==> src/shared/ptab_pkg.sv <==
package ptab_pkg;

    // ------------------------------------------------------------
    // register port
    // ------------------------------------------------------------
    localparam int BUS_ADDR_W = 8;
    localparam int BUS_ADDR_MIN = 5;
    localparam logic [7:0] REG_CTRL = 8'h00;
    localparam logic [7:0] REG_PTR = 8'h04;
    localparam logic [7:0] REG_DATA = 8'h08;
    localparam logic [7:0] REG_DWORD = 8'h0C;
    localparam logic [7:0] REG_STATUS = 8'h10;
    localparam logic [7:0] REG_WALK = 8'h14;
    localparam logic [31:0] READ_UNMAPPED = 32'h0000_0000;

    // ctrl fields
    localparam int CTRL_SPACE_BIT = 0;
    localparam int CTRL_AUTOINC_BIT = 1;
    localparam int CTRL_WALK_BIT = 2;
    localparam logic CTRL_SPACE_RST = 1'b0;
    localparam logic CTRL_AUTOINC_RST = 1'b1;

    // status fields
    localparam int ST_REFUSED_BIT = 0;
    localparam int ST_BUSY_BIT = 1;
    localparam int ST_DONE_BIT = 2;
    localparam int ST_OVERRUN_BIT = 3;

    // walk result fields
    localparam int WALK_PARAMS_LSB = 0;
    localparam int WALK_PADS_LSB = 8;
    localparam int WALK_LOC_LSB = 16;
    localparam int WALK_MAX_PARAMS = 16;
    localparam int WALK_MAX_LIMIT = 255;

    // ------------------------------------------------------------
    // parameter map
    // ------------------------------------------------------------
    localparam logic [7:0] ID_PAD = 8'hF0;
    localparam logic [7:0] ID_SFDP = 8'hA5;
    localparam logic [7:0] FILL = 8'hFF;
    localparam logic [7:0] LEN_PAD0 = 8'h0F;
    localparam logic [7:0] LEN_PAD1 = 8'h01;
    localparam logic [7:0] LEN_SFDP = 8'h50;
    localparam logic [15:0] REL_ID = 16'h0000;
    localparam logic [15:0] REL_LEN = 16'h0001;
    localparam logic [15:0] PARAM_HDR = 16'h0002;
    localparam logic [15:0] PAD0_BASE = 16'h0000;
    localparam logic [15:0] PAD1_BASE = PAD0_BASE + 16'(LEN_PAD0) + PARAM_HDR;
    localparam logic [15:0] SFDP_BASE = PAD1_BASE + 16'(LEN_PAD1) + PARAM_HDR;
    localparam logic [15:0] MAP_END = SFDP_BASE + 16'(LEN_SFDP) + PARAM_HDR;

    // ------------------------------------------------------------
    // basic flash parameter table
    // ------------------------------------------------------------
    localparam logic [15:0] TABLE_ADDR = 16'h1120;
    localparam logic [15:0] TABLE_LEN = 16'h0008;
    localparam logic [7:0] TBL_BYTE0 = 8'hE7;
    localparam logic [7:0] TBL_BYTE1 = 8'hFF;
    localparam logic [7:0] TBL_BYTE2 = 8'hEA;
    localparam int TBL_DDR_BIT = 3;
    localparam logic [7:0] TBL_BYTE3 = 8'hFF;
    localparam logic [31:0] DENSITY_M1 = 32'h3FFF_FFFF;
    localparam logic DDR_SUPPORT_DEF = 1'b1;

endpackage

==> src/hw/ptab_rom.sv <==
module ptab_rom #(
    parameter int LANES = 1,
    parameter bit DDR_SUPPORT = ptab_pkg::DDR_SUPPORT_DEF
) (
    // lookup
    input wire logic space_sel,
    input wire logic [15:0] base,
    output logic [8*LANES-1:0] bytes
);

    // ------------------------------------------------------------
    // fixed contents
    // ------------------------------------------------------------
    function automatic logic [7:0] table_byte(input logic [15:0] idx);
        case (idx)
            16'h0000: table_byte = ptab_pkg::TBL_BYTE0;
            16'h0001: table_byte = ptab_pkg::TBL_BYTE1;
            16'h0002: begin
                table_byte = ptab_pkg::TBL_BYTE2;
                table_byte[ptab_pkg::TBL_DDR_BIT] = DDR_SUPPORT;
            end
            16'h0003: table_byte = ptab_pkg::TBL_BYTE3;
            16'h0004: table_byte = ptab_pkg::DENSITY_M1[7:0];
            16'h0005: table_byte = ptab_pkg::DENSITY_M1[15:8];
            16'h0006: table_byte = ptab_pkg::DENSITY_M1[23:16];
            16'h0007: table_byte = ptab_pkg::DENSITY_M1[31:24];
            default: table_byte = ptab_pkg::FILL;
        endcase
    endfunction

    function automatic logic [7:0] param_byte(input logic [15:0] rel,
                                              input logic [7:0] id,
                                              input logic [7:0] len);
        if (rel == ptab_pkg::REL_ID) begin
            param_byte = id;
        end else if (rel == ptab_pkg::REL_LEN) begin
            param_byte = len;
        end else begin
            param_byte = ptab_pkg::FILL;
        end
    endfunction

    function automatic logic [7:0] map_byte(input logic [15:0] a);
        logic [15:0] rel;
        rel = a - ptab_pkg::SFDP_BASE;
        if (a < ptab_pkg::PAD1_BASE) begin
            map_byte = param_byte(a - ptab_pkg::PAD0_BASE, ptab_pkg::ID_PAD, ptab_pkg::LEN_PAD0);
        end else if (a < ptab_pkg::SFDP_BASE) begin
            map_byte = param_byte(a - ptab_pkg::PAD1_BASE, ptab_pkg::ID_PAD, ptab_pkg::LEN_PAD1);
        end else if (a < ptab_pkg::MAP_END) begin
            if (rel >= ptab_pkg::PARAM_HDR && rel < ptab_pkg::PARAM_HDR + ptab_pkg::TABLE_LEN) begin
                map_byte = table_byte(rel - ptab_pkg::PARAM_HDR);
            end else begin
                map_byte = param_byte(rel, ptab_pkg::ID_SFDP, ptab_pkg::LEN_SFDP);
            end
        end else begin
            map_byte = ptab_pkg::FILL;
        end
    endfunction

    function automatic logic [7:0] sfdp_byte(input logic [15:0] a);
        logic [15:0] idx;
        idx = a - ptab_pkg::TABLE_ADDR;
        if (a >= ptab_pkg::TABLE_ADDR && idx < ptab_pkg::TABLE_LEN) begin
            sfdp_byte = table_byte(idx);
        end else begin
            sfdp_byte = ptab_pkg::FILL;
        end
    endfunction

    // ------------------------------------------------------------
    // lanes in ascending address order
    // ------------------------------------------------------------
    always_comb begin
        for (int i = 0; i < LANES; i++) begin
            if (space_sel) begin
                bytes[8*i +: 8] = sfdp_byte(base + 16'(i));
            end else begin
                bytes[8*i +: 8] = map_byte(base + 16'(i));
            end
        end
    end

endmodule // ptab_rom

==> src/hw/flash_parameter_table_rom.sv <==
module flash_parameter_table_rom #(
    parameter int ADDR_W = ptab_pkg::BUS_ADDR_W,
    parameter int WALK_MAX = ptab_pkg::WALK_MAX_PARAMS,
    parameter bit DDR_SUPPORT = ptab_pkg::DDR_SUPPORT_DEF
) (
    // clock and reset
    input wire logic clock,
    input wire logic reset,
    // register port
    input wire logic [ADDR_W-1:0] addr,
    input wire logic [31:0] wr_data,
    input wire logic wr_en,
    input wire logic rd_en,
    output logic [31:0] rd_data
);

    // ------------------------------------------------------------
    // parameter checks
    // ------------------------------------------------------------
    if (ADDR_W < ptab_pkg::BUS_ADDR_MIN) begin : g_bad_addr_w
        $error("ADDR_W too small for the register map");
    end
    if (WALK_MAX < 1 || WALK_MAX > ptab_pkg::WALK_MAX_LIMIT) begin : g_bad_walk_max
        $error("WALK_MAX out of range");
    end

    localparam logic [7:0] WALK_LIMIT = 8'(WALK_MAX);

    // ------------------------------------------------------------
    // helpers
    // ------------------------------------------------------------
    function automatic logic hit(input logic [ADDR_W-1:0] a, input logic [7:0] off);
        hit = (a == ADDR_W'(off));
    endfunction

    function automatic logic [15:0] advance(input logic [15:0] p, input logic [15:0] step);
        advance = p + step;
    endfunction

    typedef enum logic [1:0] {
        WALK_IDLE,
        WALK_SCAN,
        WALK_FINISH
    } walk_state_t;

    // ------------------------------------------------------------
    // state
    // ------------------------------------------------------------
    logic space_q;
    logic autoinc_q;
    logic [15:0] ptr_q;
    logic [31:0] rd_data_q;
    logic refused_q;
    logic overrun_q;
    logic done_q;
    walk_state_t walk_q;
    walk_state_t walk_d;
    logic [15:0] cursor_q;
    logic [7:0] param_cnt_q;
    logic [7:0] pad_cnt_q;
    logic [15:0] sfdp_loc_q;

    // ------------------------------------------------------------
    // decode
    // ------------------------------------------------------------
    logic wr_ctrl;
    logic wr_ptr;
    logic wr_status;
    logic wr_table;
    logic wr_unmapped;
    logic rd_byte;
    logic rd_dword;
    logic walk_start;
    logic walk_step;
    logic walk_stop;
    logic [31:0] lane_bytes;
    logic [15:0] walk_bytes;
    logic [7:0] walk_id;
    logic [7:0] walk_len;
    logic [15:0] ptr_limit;
    logic past_end;

    assign wr_ctrl = wr_en && hit(addr, ptab_pkg::REG_CTRL);
    assign wr_ptr = wr_en && hit(addr, ptab_pkg::REG_PTR);
    assign wr_status = wr_en && hit(addr, ptab_pkg::REG_STATUS);
    assign wr_table = wr_en && (hit(addr, ptab_pkg::REG_DATA) || hit(addr, ptab_pkg::REG_DWORD));
    assign wr_unmapped = wr_en && !wr_ctrl && !wr_ptr && !wr_status && !wr_table
                         && !hit(addr, ptab_pkg::REG_WALK);
    assign rd_byte = rd_en && hit(addr, ptab_pkg::REG_DATA);
    assign rd_dword = rd_en && hit(addr, ptab_pkg::REG_DWORD);
    assign walk_start = wr_ctrl && wr_data[ptab_pkg::CTRL_WALK_BIT] && (walk_q == WALK_IDLE);

    // ------------------------------------------------------------
    // table lookups
    // ------------------------------------------------------------
    ptab_rom #(
        .LANES(4),
        .DDR_SUPPORT(DDR_SUPPORT)
    ) u_read_rom (
        .space_sel(space_q),
        .base(ptr_q),
        .bytes(lane_bytes)
    );

    // walker always follows the parameter chain, never the table space
    ptab_rom #(
        .LANES(2),
        .DDR_SUPPORT(DDR_SUPPORT)
    ) u_walk_rom (
        .space_sel(1'b0),
        .base(cursor_q),
        .bytes(walk_bytes)
    );

    assign walk_id = walk_bytes[7:0];
    assign walk_len = walk_bytes[15:8];

    // ------------------------------------------------------------
    // control register
    // ------------------------------------------------------------
    always_ff @(posedge clock or posedge reset) begin
        if (reset) begin
            space_q <= ptab_pkg::CTRL_SPACE_RST;
            autoinc_q <= ptab_pkg::CTRL_AUTOINC_RST;
        end else if (wr_ctrl) begin
            space_q <= wr_data[ptab_pkg::CTRL_SPACE_BIT];
            autoinc_q <= wr_data[ptab_pkg::CTRL_AUTOINC_BIT];
        end
    end

    // ------------------------------------------------------------
    // read pointer
    // ------------------------------------------------------------
    always_ff @(posedge clock or posedge reset) begin
        if (reset) begin
            ptr_q <= 16'h0000;
        end else if (wr_ptr) begin
            ptr_q <= wr_data[15:0];
        end else if (wr_ctrl && (wr_data[ptab_pkg::CTRL_SPACE_BIT] != space_q)) begin
            // a new space starts at its own base
            ptr_q <= wr_data[ptab_pkg::CTRL_SPACE_BIT] ? ptab_pkg::TABLE_ADDR : ptab_pkg::PAD0_BASE;
        end else if (rd_byte && autoinc_q) begin
            ptr_q <= advance(ptr_q, 16'h0001);
        end else if (rd_dword && autoinc_q) begin
            ptr_q <= advance(ptr_q, 16'h0004);
        end
    end

    // ------------------------------------------------------------
    // overrun flag: a read left the populated part of the space
    // ------------------------------------------------------------
    assign ptr_limit = space_q ? (ptab_pkg::TABLE_ADDR + ptab_pkg::TABLE_LEN) : ptab_pkg::MAP_END;
    assign past_end = (rd_byte && (ptr_q >= ptr_limit))
                      || (rd_dword && (advance(ptr_q, 16'h0003) >= ptr_limit))
                      || (space_q && (rd_byte || rd_dword) && (ptr_q < ptab_pkg::TABLE_ADDR));

    always_ff @(posedge clock or posedge reset) begin
        if (reset) begin
            overrun_q <= 1'b0;
        end else if (past_end) begin
            overrun_q <= 1'b1;
        end else if (wr_status && wr_data[ptab_pkg::ST_OVERRUN_BIT]) begin
            overrun_q <= 1'b0;
        end
    end

    // ------------------------------------------------------------
    // refused writes: contents are fixed
    // ------------------------------------------------------------
    always_ff @(posedge clock or posedge reset) begin
        if (reset) begin
            refused_q <= 1'b0;
        end else if (wr_table || wr_unmapped) begin
            refused_q <= 1'b1;
        end else if (wr_status && wr_data[ptab_pkg::ST_REFUSED_BIT]) begin
            refused_q <= 1'b0;
        end
    end

    // ------------------------------------------------------------
    // chain walker
    // ------------------------------------------------------------
    assign walk_stop = (walk_id == ptab_pkg::FILL) || (param_cnt_q == WALK_LIMIT);
    assign walk_step = (walk_q == WALK_SCAN) && !walk_stop;

    always_comb begin
        walk_d = walk_q;
        case (walk_q)
            WALK_IDLE: begin
                if (walk_start) begin
                    walk_d = WALK_SCAN;
                end
            end
            WALK_SCAN: begin
                if (walk_stop) begin
                    walk_d = WALK_FINISH;
                end
            end
            WALK_FINISH: begin
                walk_d = WALK_IDLE;
            end
            default: begin
                walk_d = WALK_IDLE;
            end
        endcase
    end

    always_ff @(posedge clock or posedge reset) begin
        if (reset) begin
            walk_q <= WALK_IDLE;
        end else begin
            walk_q <= walk_d;
        end
    end

    always_ff @(posedge clock or posedge reset) begin
        if (reset) begin
            cursor_q <= ptab_pkg::PAD0_BASE;
        end else if (walk_start) begin
            cursor_q <= ptab_pkg::PAD0_BASE;
        end else if (walk_step) begin
            // length byte sits at cursor + 1; next starts len + 1 past it
            cursor_q <= advance(cursor_q, ptab_pkg::PARAM_HDR + 16'(walk_len));
        end
    end

    always_ff @(posedge clock or posedge reset) begin
        if (reset) begin
            param_cnt_q <= 8'h00;
            pad_cnt_q <= 8'h00;
        end else if (walk_start) begin
            param_cnt_q <= 8'h00;
            pad_cnt_q <= 8'h00;
        end else if (walk_step) begin
            param_cnt_q <= param_cnt_q + 8'h01;
            if (walk_id == ptab_pkg::ID_PAD) begin
                pad_cnt_q <= pad_cnt_q + 8'h01;
            end
        end
    end

    always_ff @(posedge clock or posedge reset) begin
        if (reset) begin
            sfdp_loc_q <= 16'hFFFF;
        end else if (walk_start) begin
            sfdp_loc_q <= 16'hFFFF;
        end else if (walk_step && (walk_id == ptab_pkg::ID_SFDP)) begin
            sfdp_loc_q <= cursor_q;
        end
    end

    always_ff @(posedge clock or posedge reset) begin
        if (reset) begin
            done_q <= 1'b0;
        end else if (walk_q == WALK_FINISH) begin
            done_q <= 1'b1;
        end else if (walk_start) begin
            done_q <= 1'b0;
        end else if (wr_status && wr_data[ptab_pkg::ST_DONE_BIT]) begin
            done_q <= 1'b0;
        end
    end

    // ------------------------------------------------------------
    // read data, one cycle after the strobe
    // ------------------------------------------------------------
    always_ff @(posedge clock or posedge reset) begin
        if (reset) begin
            rd_data_q <= 32'h0000_0000;
        end else if (rd_en) begin
            rd_data_q <= ptab_pkg::READ_UNMAPPED;
            if (hit(addr, ptab_pkg::REG_CTRL)) begin
                rd_data_q[ptab_pkg::CTRL_SPACE_BIT] <= space_q;
                rd_data_q[ptab_pkg::CTRL_AUTOINC_BIT] <= autoinc_q;
            end else if (hit(addr, ptab_pkg::REG_PTR)) begin
                rd_data_q[15:0] <= ptr_q;
            end else if (rd_byte) begin
                rd_data_q[7:0] <= lane_bytes[7:0];
            end else if (rd_dword) begin
                rd_data_q <= lane_bytes;
            end else if (hit(addr, ptab_pkg::REG_STATUS)) begin
                rd_data_q[ptab_pkg::ST_REFUSED_BIT] <= refused_q;
                rd_data_q[ptab_pkg::ST_BUSY_BIT] <= (walk_q != WALK_IDLE);
                rd_data_q[ptab_pkg::ST_DONE_BIT] <= done_q;
                rd_data_q[ptab_pkg::ST_OVERRUN_BIT] <= overrun_q;
            end else if (hit(addr, ptab_pkg::REG_WALK)) begin
                rd_data_q[ptab_pkg::WALK_PARAMS_LSB +: 8] <= param_cnt_q;
                rd_data_q[ptab_pkg::WALK_PADS_LSB +: 8] <= pad_cnt_q;
                rd_data_q[ptab_pkg::WALK_LOC_LSB +: 16] <= sfdp_loc_q;
            end
        end
    end

    // table bytes: E7h, FFh, EAh (ddr bit 19), FFh, then density LSB first

    assign rd_data = rd_data_q;

endmodule // flash_parameter_table_rom

==> config.mk <==
export PLATFORM = sky130hd
export DESIGN_NAME = flash_parameter_table_rom
export DESIGN_NICKNAME = d
export VERILOG_FILES = /design/src/shared/ptab_pkg.sv /design/src/hw/ptab_rom.sv /design/src/hw/flash_parameter_table_rom.sv
export SDC_FILE = /design/constraint.sdc
export NUM_CORES = 1
export LEC_CHECK = 0
export ABC_CLOCK_PERIOD_IN_PS = 8700
export BUFFER_PORTS_ARGS = -buffer_cell sky130_fd_sc_hd__buf_2
export CAP_MARGIN = 5
export CORE_MARGIN = 5
export CORE_UTILIZATION = 45
export DETAILED_ROUTE_END_ITERATION = 10
export PLACE_DENSITY = 0.58
export SLEW_MARGIN = 20
export SYNTH_ARGS = -nofsm -noshare
export SYNTH_HDL_FRONTEND = slang
export SYNTH_SLANG_ARGS = --single-unit
==> constraint.sdc <==
create_clock -name clock -period 8.7 [get_ports clock]
set_clock_uncertainty 0.2 [all_clocks]
set_input_delay 1.74 -clock clock [delete_from_list [all_inputs] [get_ports clock]]
set_output_delay 1.74 -clock clock [all_outputs]
set_load 0.01 [all_outputs]
# After elaboration in Yosys (flattened, before gate mapping)
# Memory sizes are Yosys's and may differ from the RTL's.
# Cells that the tools add are included.
dict set report word_totals {
  reg_bits 103
  rom_bits 480
  in_bits 44
  out_inout_bits 32
  elab_cells 332
  mem_count 10
}
# memory words width read_ports rd_clocked_by_memory_dff wr line_no
set memory_table {}
lappend memory_table {{(no name shown)} 8 6 1 0 0 ptab_rom.sv:15} ;# case (idx)
lappend memory_table {{(no name shown)} 8 6 1 0 0 ptab_rom.sv:15}
lappend memory_table {{(no name shown)} 8 6 1 0 0 ptab_rom.sv:15}
lappend memory_table {{(no name shown)} 8 6 1 0 0 ptab_rom.sv:15}
lappend memory_table {{(no name shown)} 8 6 1 0 0 ptab_rom.sv:15}
lappend memory_table {{(no name shown)} 8 6 1 0 0 ptab_rom.sv:15}
lappend memory_table {{4 more memories} -- -- -- -- -- --}
dict set report op_classes {
  add_sub_neg 31
  order_cmp 41
  eq_ne 32
  n_mux 119
  n_reduce_logical 87
}
# operator count
set ops {}
lappend ops {{$mux W8} 84}
lappend ops {{$eq A16 B1 Y1 const B} 18}
lappend ops {{$logic_not A16 Y1} 18}
lappend ops {{$mux W32} 8}
lappend ops {{$lt A16 B5 Y1 const B} 12}
lappend ops {{$sub A16 B5 Y16 const B} 12}
lappend ops {{$lt A16 B4 Y1 const B} 10}
lappend ops {{$mux W16} 10}
lappend ops {{$logic_not A13 Y1} 10}
lappend ops {{$ge A16 B2 Y1 const B} 6}
lappend ops {{$lt A16 B7 Y1 const B} 6}
lappend ops {{$sub A16 B2 Y16 const B} 6}
lappend ops {{$ge A16 B13 Y1 const B} 4}
lappend ops {{$sub A16 B13 Y16 const B} 4}
lappend ops {{$logic_and A1 B1 Y1} 35}
lappend ops {{$add A16 B1 Y16 const B} 2}
lappend ops {{$add A16 B2 Y16 const B} 2}
lappend ops {{$ge A16 B13 Y1} 2}
lappend ops {{$mux W30} 1}
lappend ops {{$mux W28} 1}
lappend ops {{$mux W13} 2}
lappend ops {{$eq A8 B5 Y1 const B} 3}
lappend ops {{$eq A8 B8 Y1 const B} 3}
lappend ops {{$mux W24} 1}
lappend ops {{23 further kinds} 50}

# Longest topological paths before layout
dict set report depth {
  ltp_word 15
  mapped_depth 27
  mapped_depth_nobuf 27
}

# Modules after synthesis
# From an unflattened synthesis, not the netlist that was laid out.
dict set report unflattened {
  hier_cells 2135
  hier_area_um2 15864.0
}
# mod instances cells_each area_each_um2
set modules_own_cells {}
lappend modules_own_cells {flash_parameter_table_rom 1 697 6332.3}
lappend modules_own_cells {{ptab_rom (u_read_rom)} 1 951 6254.7}
lappend modules_own_cells {{ptab_rom (u_walk_rom)} 1 487 3276.9}

# Least setup slack after synthesis
# No wires, ideal clock.
dict set report synth_path {
  path_kind {register to register}
  startpoint {register cursor_q[1]}
  endpoint {register cursor_q[9]}
  t_arrival_ns 5.225
  setup_slack_ns 3.156
  path_stages_with_launch 27
  path_buffers 1
  synth_period_minus_slack_ns 5.544
  path_cell_list {dfrtp_1 > ha_1 > xnor2_1 > ha_1 > clkbuf_1 > xnor3_1 > a2111o_1 > a21boi_0 > o211ai_1 > nor3_1 > nand3_1 > nor3_1 > o2bb2ai_1 > a21oi_1 > ha_1 > ha_1 > inv_1 > fa_1 > inv_1 > a21o_1 > a21oi_1 > o21bai_1 > a21o_1 > a21o_1 > a21oi_1 > nor2_1 > o21a_1}
}
dict set report synth_via {
  elab_chain_cells 13
  word_cells_on_any_way 66
  cone_classes {add/sub: 9; order compare: 10; eq/ne: 7; mux: 24; reduce/logical: 14; memory: 2}
}
# item line_no
set synth_lines {}
lappend synth_lines {{start, declared} flash_parameter_table_rom.sv:58} ;# logic [15:0] cursor_q;
lappend synth_lines {{start signal, assigned} flash_parameter_table_rom.sv:218} ;# cursor_q <= ptab_pkg::PAD0_BASE;
lappend synth_lines {{start signal, assigned} flash_parameter_table_rom.sv:220} ;# cursor_q <= ptab_pkg::PAD0_BASE;
lappend synth_lines {{start signal, assigned} flash_parameter_table_rom.sv:223} ;# cursor_q <= advance(cursor_q, ptab_pkg::PARAM_HDR + 16'(walk_len));
lappend synth_lines {{$add A16 B1 Y16 / $sub A16 B5 Y16 (equally long branches)} --}
lappend synth_lines {{$sub A16 B5 Y16, or another cell as far along} ptab_rom.sv:45} ;# rel = a - ptab_pkg::SFDP_BASE;
lappend synth_lines {{$sub A16 B2 Y16, or another cell as far along} ptab_rom.sv:52} ;# map_byte = table_byte(rel - ptab_pkg::PARAM_HDR);
lappend synth_lines {{$mem_v2 Z8 W6, or another cell as far along} --}
lappend synth_lines {{$mux W8 (on tied branches)} {ptab_rom.sv:15, ptab_rom.sv:34, ptab_rom.sv:51}}
lappend synth_lines {{$mux W8 (on tied branches)} {ptab_rom.sv:51, ptab_rom.sv:50}}
lappend synth_lines {{$mux W8 (on tied branches)} {ptab_rom.sv:50, ptab_rom.sv:48}}
lappend synth_lines {{$mux W8 (on tied branches)} {ptab_rom.sv:48, ptab_rom.sv:46}}
lappend synth_lines {{$mux W8 / $eq A8 B8 Y1 (equally long branches)} {ptab_rom.sv:46, flash_parameter_table_rom.sv:183}}
lappend synth_lines {{$add A2 B8 Y9 / $logic_or A1 B1 Y1 (equally long branches)} {flash_parameter_table_rom.sv:223, flash_parameter_table_rom.sv:183}}
lappend synth_lines {{$add A16 B9 Y16 / $logic_not A1 Y1 (equally long branches)} {flash_parameter_table_rom.sv:37, flash_parameter_table_rom.sv:184}}
lappend synth_lines {{$mux W16 / $logic_and A1 B1 Y1 (equally long branches)} {flash_parameter_table_rom.sv:221, flash_parameter_table_rom.sv:184}}
lappend synth_lines {{$mux W16 / $reduce_bool A2 Y1 (equally long branches)} --}
# Several ways; a longest one is shown, not always the timed one. The select of a mux whose other input is x is not followed.
# A chain may end at the register's enable or synchronous reset.

# Final worst setup path
dict set report layout_path {
  startpoint {register cursor_q[0]}
  endpoint {register cursor_q[8]}
}
# The elaborated chain is that of the path after synthesis.

==> metrics.md <==
| Metric | Value |
|---|---|
| Final number of setup-violating endpoints | 0 |
| Class of the tightest hold or removal check | flop to flop |
| Area contributors post-synth | sky130_fd_sc_hd__dfrtp_1, sky130_fd_sc_hd__ha_1, sky130_fd_sc_hd__xnor2_1 |
| Placement row count | 63 |
| Netlist Area Pre-Place | 13500 um2 |
| P&R area growth vs syn | 5.90% |
| Most area-hungry cell type in the Yosys netlist | sky130_fd_sc_hd__dfrtp_1 |
| Hold-fix buffer count after cts | 0 |
| Routability cong. | 0.949 |
| Flops & latches, synth | 103 |
| Die outline area | 33700 um2 |
| Least-Margin Pin Slew | 1.03 ns |
| Setup repair after global routing missed its margin | no |
| Worst Path Max Fanout | 18 |
| Max_slew headroom | 30.7% |
| Filler cell count | 3000 |
| Deepest clock path buffer count | 2 |
| Routed WL | 50100 um |
| Routed len/inst | 23.1 um |
| Count of pins over their slew limit | 0 |
| Effective utilization at floorplan | 45.6% |
| CTS sink cnt | 103 |
| Total grt overflow | 0 |
| GRT Resource Usage Total | 29.0% |
| Final count of hold timing violations | 0 |
| Number of top-level pins | 76 |
| Crit path capture type | flop |
| Worst-case setup margin in the final layout | 1.99 ns |
| Clock insertion delay at the later pin of the skew report | 0.37 ns |
| DRC violation total after the first TritonRoute iteration | 1174 |
| Y dimension of the die | 184 um |
| CP cell instances | ha_1 -> xnor2_1 -> ha_1 -> xnor3_1 -> a2111o_1 -> a21boi_0 -> o211ai_1 -> nor3_1 -> nand3_1 -> nor3_1 -> o2bb2ai_1 -> nor2_1 -> ha_1 -> ha_1 -> a21o_1 -> a21oi_1 -> o21bai_1 -> a21oi_1 -> o21bai_1 -> a21oi_1 -> xnor2_1 -> nand4_1 -> a21oi_1 |
| Post-placement setup slack | 2.12 ns |
| Warning count from the yosys run | 0 |
| Number of detailed-routing iterations run before antenna repair | 5 |
| Max stage delay cell, worst path | sky130_fd_sc_hd__dfrtp_1 |
| Maximum number of pins on one net before global-route repair | 74 |
| Crit path DAT | 6.80 ns |
| Aggregate negative setup slack | 0 ns |
| Minimum clock period after layout | 6.71 ns |
| Count of unique library cells instantiated by Yosys | 106 |
| Antenna violations before repair | 1 |
| Synth Instances | 1786 |
| Dominant register cell in the synthesized netlist | sky130_fd_sc_hd__dfrtp_1 |
| Post-DR vias/cell | 6.51 |
| # H-tree levels | 3 |
| Final ANT Viol Nets | 0 |
| Sequential share of the synthesized area | 19.2% |
| Total half-perimeter wirelength after legalization and detailed placement | 37400 um |
| Critical path class | flop to flop |
| Maximum clock frequency | 149 MHz |
| Run status | finished clean |
| Stage delay of the slowest cell on the critical path | 0.62 ns |
| Required time of the worst setup path | 8.79 ns |
| TritonCTS clock tree | done |
| Number of nets at the end of the flow | 1924 |
| Post-CTS Setup Inserts | 0 |
| Post-Syn Nets | 1941 |
| Placeable Area | 29700 um2 |
| Final Cycle Share | 77.1% |
| Element type at the critical path start | flop |
| Power Density | 101 nW/um2 |
| Number of enable flip-flop cells after synthesis | 0 |
| Inserted Clock Buffers | 9 |
| Share of synthesized registers carrying an async set or reset | 100% |
| Post-synth top area share | 15.9% |
| Static power due to leakage | 5.74 nW |
| DRC violation count after routing | 0 |
| Routed via count | 14.1k |
| First-pass GRT wire length | 78100 um |
| Cells resized by post-CTS repair | 0 |
| Sequential cell area | 2600 um2 |
| Number of buffers inserted by port buffering | 59 |
| Number of max-capacitance violations reported | 0 |
| Via count of the first global-routing pass | 13.5k |
| Fraction of layout instances using a drive strength above 1 | 10.1% |
| Max IR drop VDD | 97.1 uV |
| Area of combinational cells with multiple inputs | 10200 um2 |
| DIE WIDTH | 184 um |
| Post-synthesis average cell area | 7.59 um2 |
| Root buf cell | sky130_fd_sc_hd__clkbuf_16 |
| Post-CTS clock slew at the launch and capture registers of the worst setup and hold paths | 0.07 ns |
metrics by stage:
stage	cells	util [%]	power [W]	cell area [um2]	hold slack (ns)
finish	2165	48.3	0.00145	14300	0.297
global route	2164	48.3	0.00153	14300	0.307
CTS	2164	48.3	0.00145	14300	0.299
detailed placement	2148	47.3	0.00103	14100	0.276
global placement	2148	47.3	0.00103	14100	0.271
floorplan	1786	-	0.000888	13500	0.249
per-layer routing:
metal	vias to the layer above	GRT usage, %	routed length [um]
li1	6580	-	-
met1	6838	37.8	21200
met2	564	48.4	23700
met3	122	2.93	2800
met4	0	13.9	2410
met5	-	0	0
worst max-delay path: cells and delay by family (launching register included):
| kind | cells | cell delay [ns] |
|---|---|---|
| AND/OR/NAND/NOR | 5 | 0.98 |
| AO/OA/AOI/OAI | 11 | 2.27 |
| flip-flops | 1 | 0.62 |
| adder cells (fa/ha/maj) | 4 | 1.51 |
| XOR/XNOR | 3 | 1.04 |
cells by family (layout without fill, tap and decap cells):
family	after synthesis	after routing	share of synthesized area (%)
and+or+nand+nor	755	755	30.1
other	0	1	0
DFF	103	103	19.2
buffers and inverters	177	165	5.32
adders and majority gates	111	111	10.3
muxes	22	22	1.67
xor gates and xnor gates	144	144	9.68
AOI/OAI and AO/OA	474	474	23.7
flip-flops by register name, indices dropped and copies added, names as in the netlist:
name         count
ptr_q           16
autoinc_q        1
pad_cnt_q        8
done_q           1
rd_data         32
walk_q           2
param_cnt_q      8
refused_q        1
cursor_q        16
sfdp_loc_q      16
space_q          1
overrun_q        1
synthesized netlist by cell type, types with 8 or more instances:
master and number:
sky130_fd_sc_hd__a211oi_1 13, sky130_fd_sc_hd__buf_2 24, sky130_fd_sc_hd__nor3b_1 8, sky130_fd_sc_hd__o211ai_1 19, sky130_fd_sc_hd__and4_1 10, sky130_fd_sc_hd__ha_1 110, sky130_fd_sc_hd__o31a_1 8, sky130_fd_sc_hd__o2bb2ai_1 10
sky130_fd_sc_hd__xor2_1 44, sky130_fd_sc_hd__nand2b_1 18, sky130_fd_sc_hd__a21boi_0 13, sky130_fd_sc_hd__nor4b_1 10, sky130_fd_sc_hd__nor4_1 29, sky130_fd_sc_hd__dfstp_2 17, sky130_fd_sc_hd__dfrtp_1 86, sky130_fd_sc_hd__inv_1 60
sky130_fd_sc_hd__or2_2 8, sky130_fd_sc_hd__xnor2_1 95, sky130_fd_sc_hd__o21ai_1 8, sky130_fd_sc_hd__nand3_1 85, sky130_fd_sc_hd__o21ai_0 96, sky130_fd_sc_hd__a22oi_1 16, sky130_fd_sc_hd__nand4b_1 9, sky130_fd_sc_hd__nor2_1 158
sky130_fd_sc_hd__buf_1 10, sky130_fd_sc_hd__mux2i_1 17, sky130_fd_sc_hd__nand2_1 149, sky130_fd_sc_hd__o31ai_1 19, sky130_fd_sc_hd__a21oi_1 107, sky130_fd_sc_hd__nand4_1 41, sky130_fd_sc_hd__nand3b_1 8, sky130_fd_sc_hd__and3_1 39
sky130_fd_sc_hd__clkbuf_1 71, sky130_fd_sc_hd__and2_1 28, sky130_fd_sc_hd__a21o_1 12, sky130_fd_sc_hd__nor2b_1 19, sky130_fd_sc_hd__or4_1 14, sky130_fd_sc_hd__or3_1 17, sky130_fd_sc_hd__o21a_1 13, sky130_fd_sc_hd__nor3_1 61
sky130_fd_sc_hd__a31oi_1 33
where the power goes:
part           internal [W]  switching, W
Combinational      0.000176      0.000330
Sequential         0.000497     0.0000352
Clock              0.000201      0.000211
Total              0.000874      0.000575
cell type report:
| class | count | area share, % |
|---|---|---|
| clock buffers | 9 | 1.57 |
| clock inverters | 7 | 0.445 |
| repair buffers | 84 | 3.37 |
| multi-input cells | 1506 | 71.4 |
| diodes | 1 | 0.0174 |
| well taps | 390 | 3.40 |
| flip-flops and latches | 103 | 18.1 |
| inverters | 65 | 1.72 |
layout by cell type, fill, tap and decap left out, types with 12 or more instances in the layout:
cell type / instances
sky130_fd_sc_hd__nor3_1: 61
sky130_fd_sc_hd__nor4_1: 28
sky130_fd_sc_hd__a21oi_1: 107
sky130_fd_sc_hd__o21a_1: 13
sky130_fd_sc_hd__nand4_1: 41
sky130_fd_sc_hd__a211oi_1: 13
sky130_fd_sc_hd__nand3_1: 85
sky130_fd_sc_hd__nor2_1: 156
sky130_fd_sc_hd__inv_1: 59
sky130_fd_sc_hd__a21boi_0: 13
sky130_fd_sc_hd__a22oi_1: 16
sky130_fd_sc_hd__nor2b_1: 19
sky130_fd_sc_hd__o31ai_1: 19
sky130_fd_sc_hd__and2_1: 28
sky130_fd_sc_hd__or4_1: 14
sky130_fd_sc_hd__o21ai_0: 96
sky130_fd_sc_hd__nand2_1: 149
sky130_fd_sc_hd__mux2i_1: 17
sky130_fd_sc_hd__and3_1: 39
sky130_fd_sc_hd__buf_2: 59
sky130_fd_sc_hd__o211ai_1: 19
sky130_fd_sc_hd__dfrtp_1: 86
sky130_fd_sc_hd__xnor2_1: 95
sky130_fd_sc_hd__xor2_1: 44
sky130_fd_sc_hd__nand2b_1: 18
sky130_fd_sc_hd__a21o_1: 12
sky130_fd_sc_hd__ha_1: 110
sky130_fd_sc_hd__buf_4: 25
sky130_fd_sc_hd__dfstp_2: 17
sky130_fd_sc_hd__or3_1: 17
sky130_fd_sc_hd__a31oi_1: 33
path summary, 6_finish.rpt:
| check | startpoint | to | slack, ns | depth (start not counted) |
|---|---|---|---|---|
| setup / recovery | cursor_q[0] | cursor_q[8] | 1.99 | 23 |
| hold / removal | rd_data[19] | rd_data[19] | 0.30 | 1 |
| setup reg to reg | cursor_q[0] | cursor_q[8] | 1.99 | 23 |
| hold reg to reg | rd_data[19] | rd_data[19] | 0.30 | 1 |
| max in group asynchronous | reset | cursor_q[11] | 5.78 | 3 |
| min in group asynchronous | reset | ptr_q[5] | 1.16 | 2 |
(Power assumes the default switching activity.)
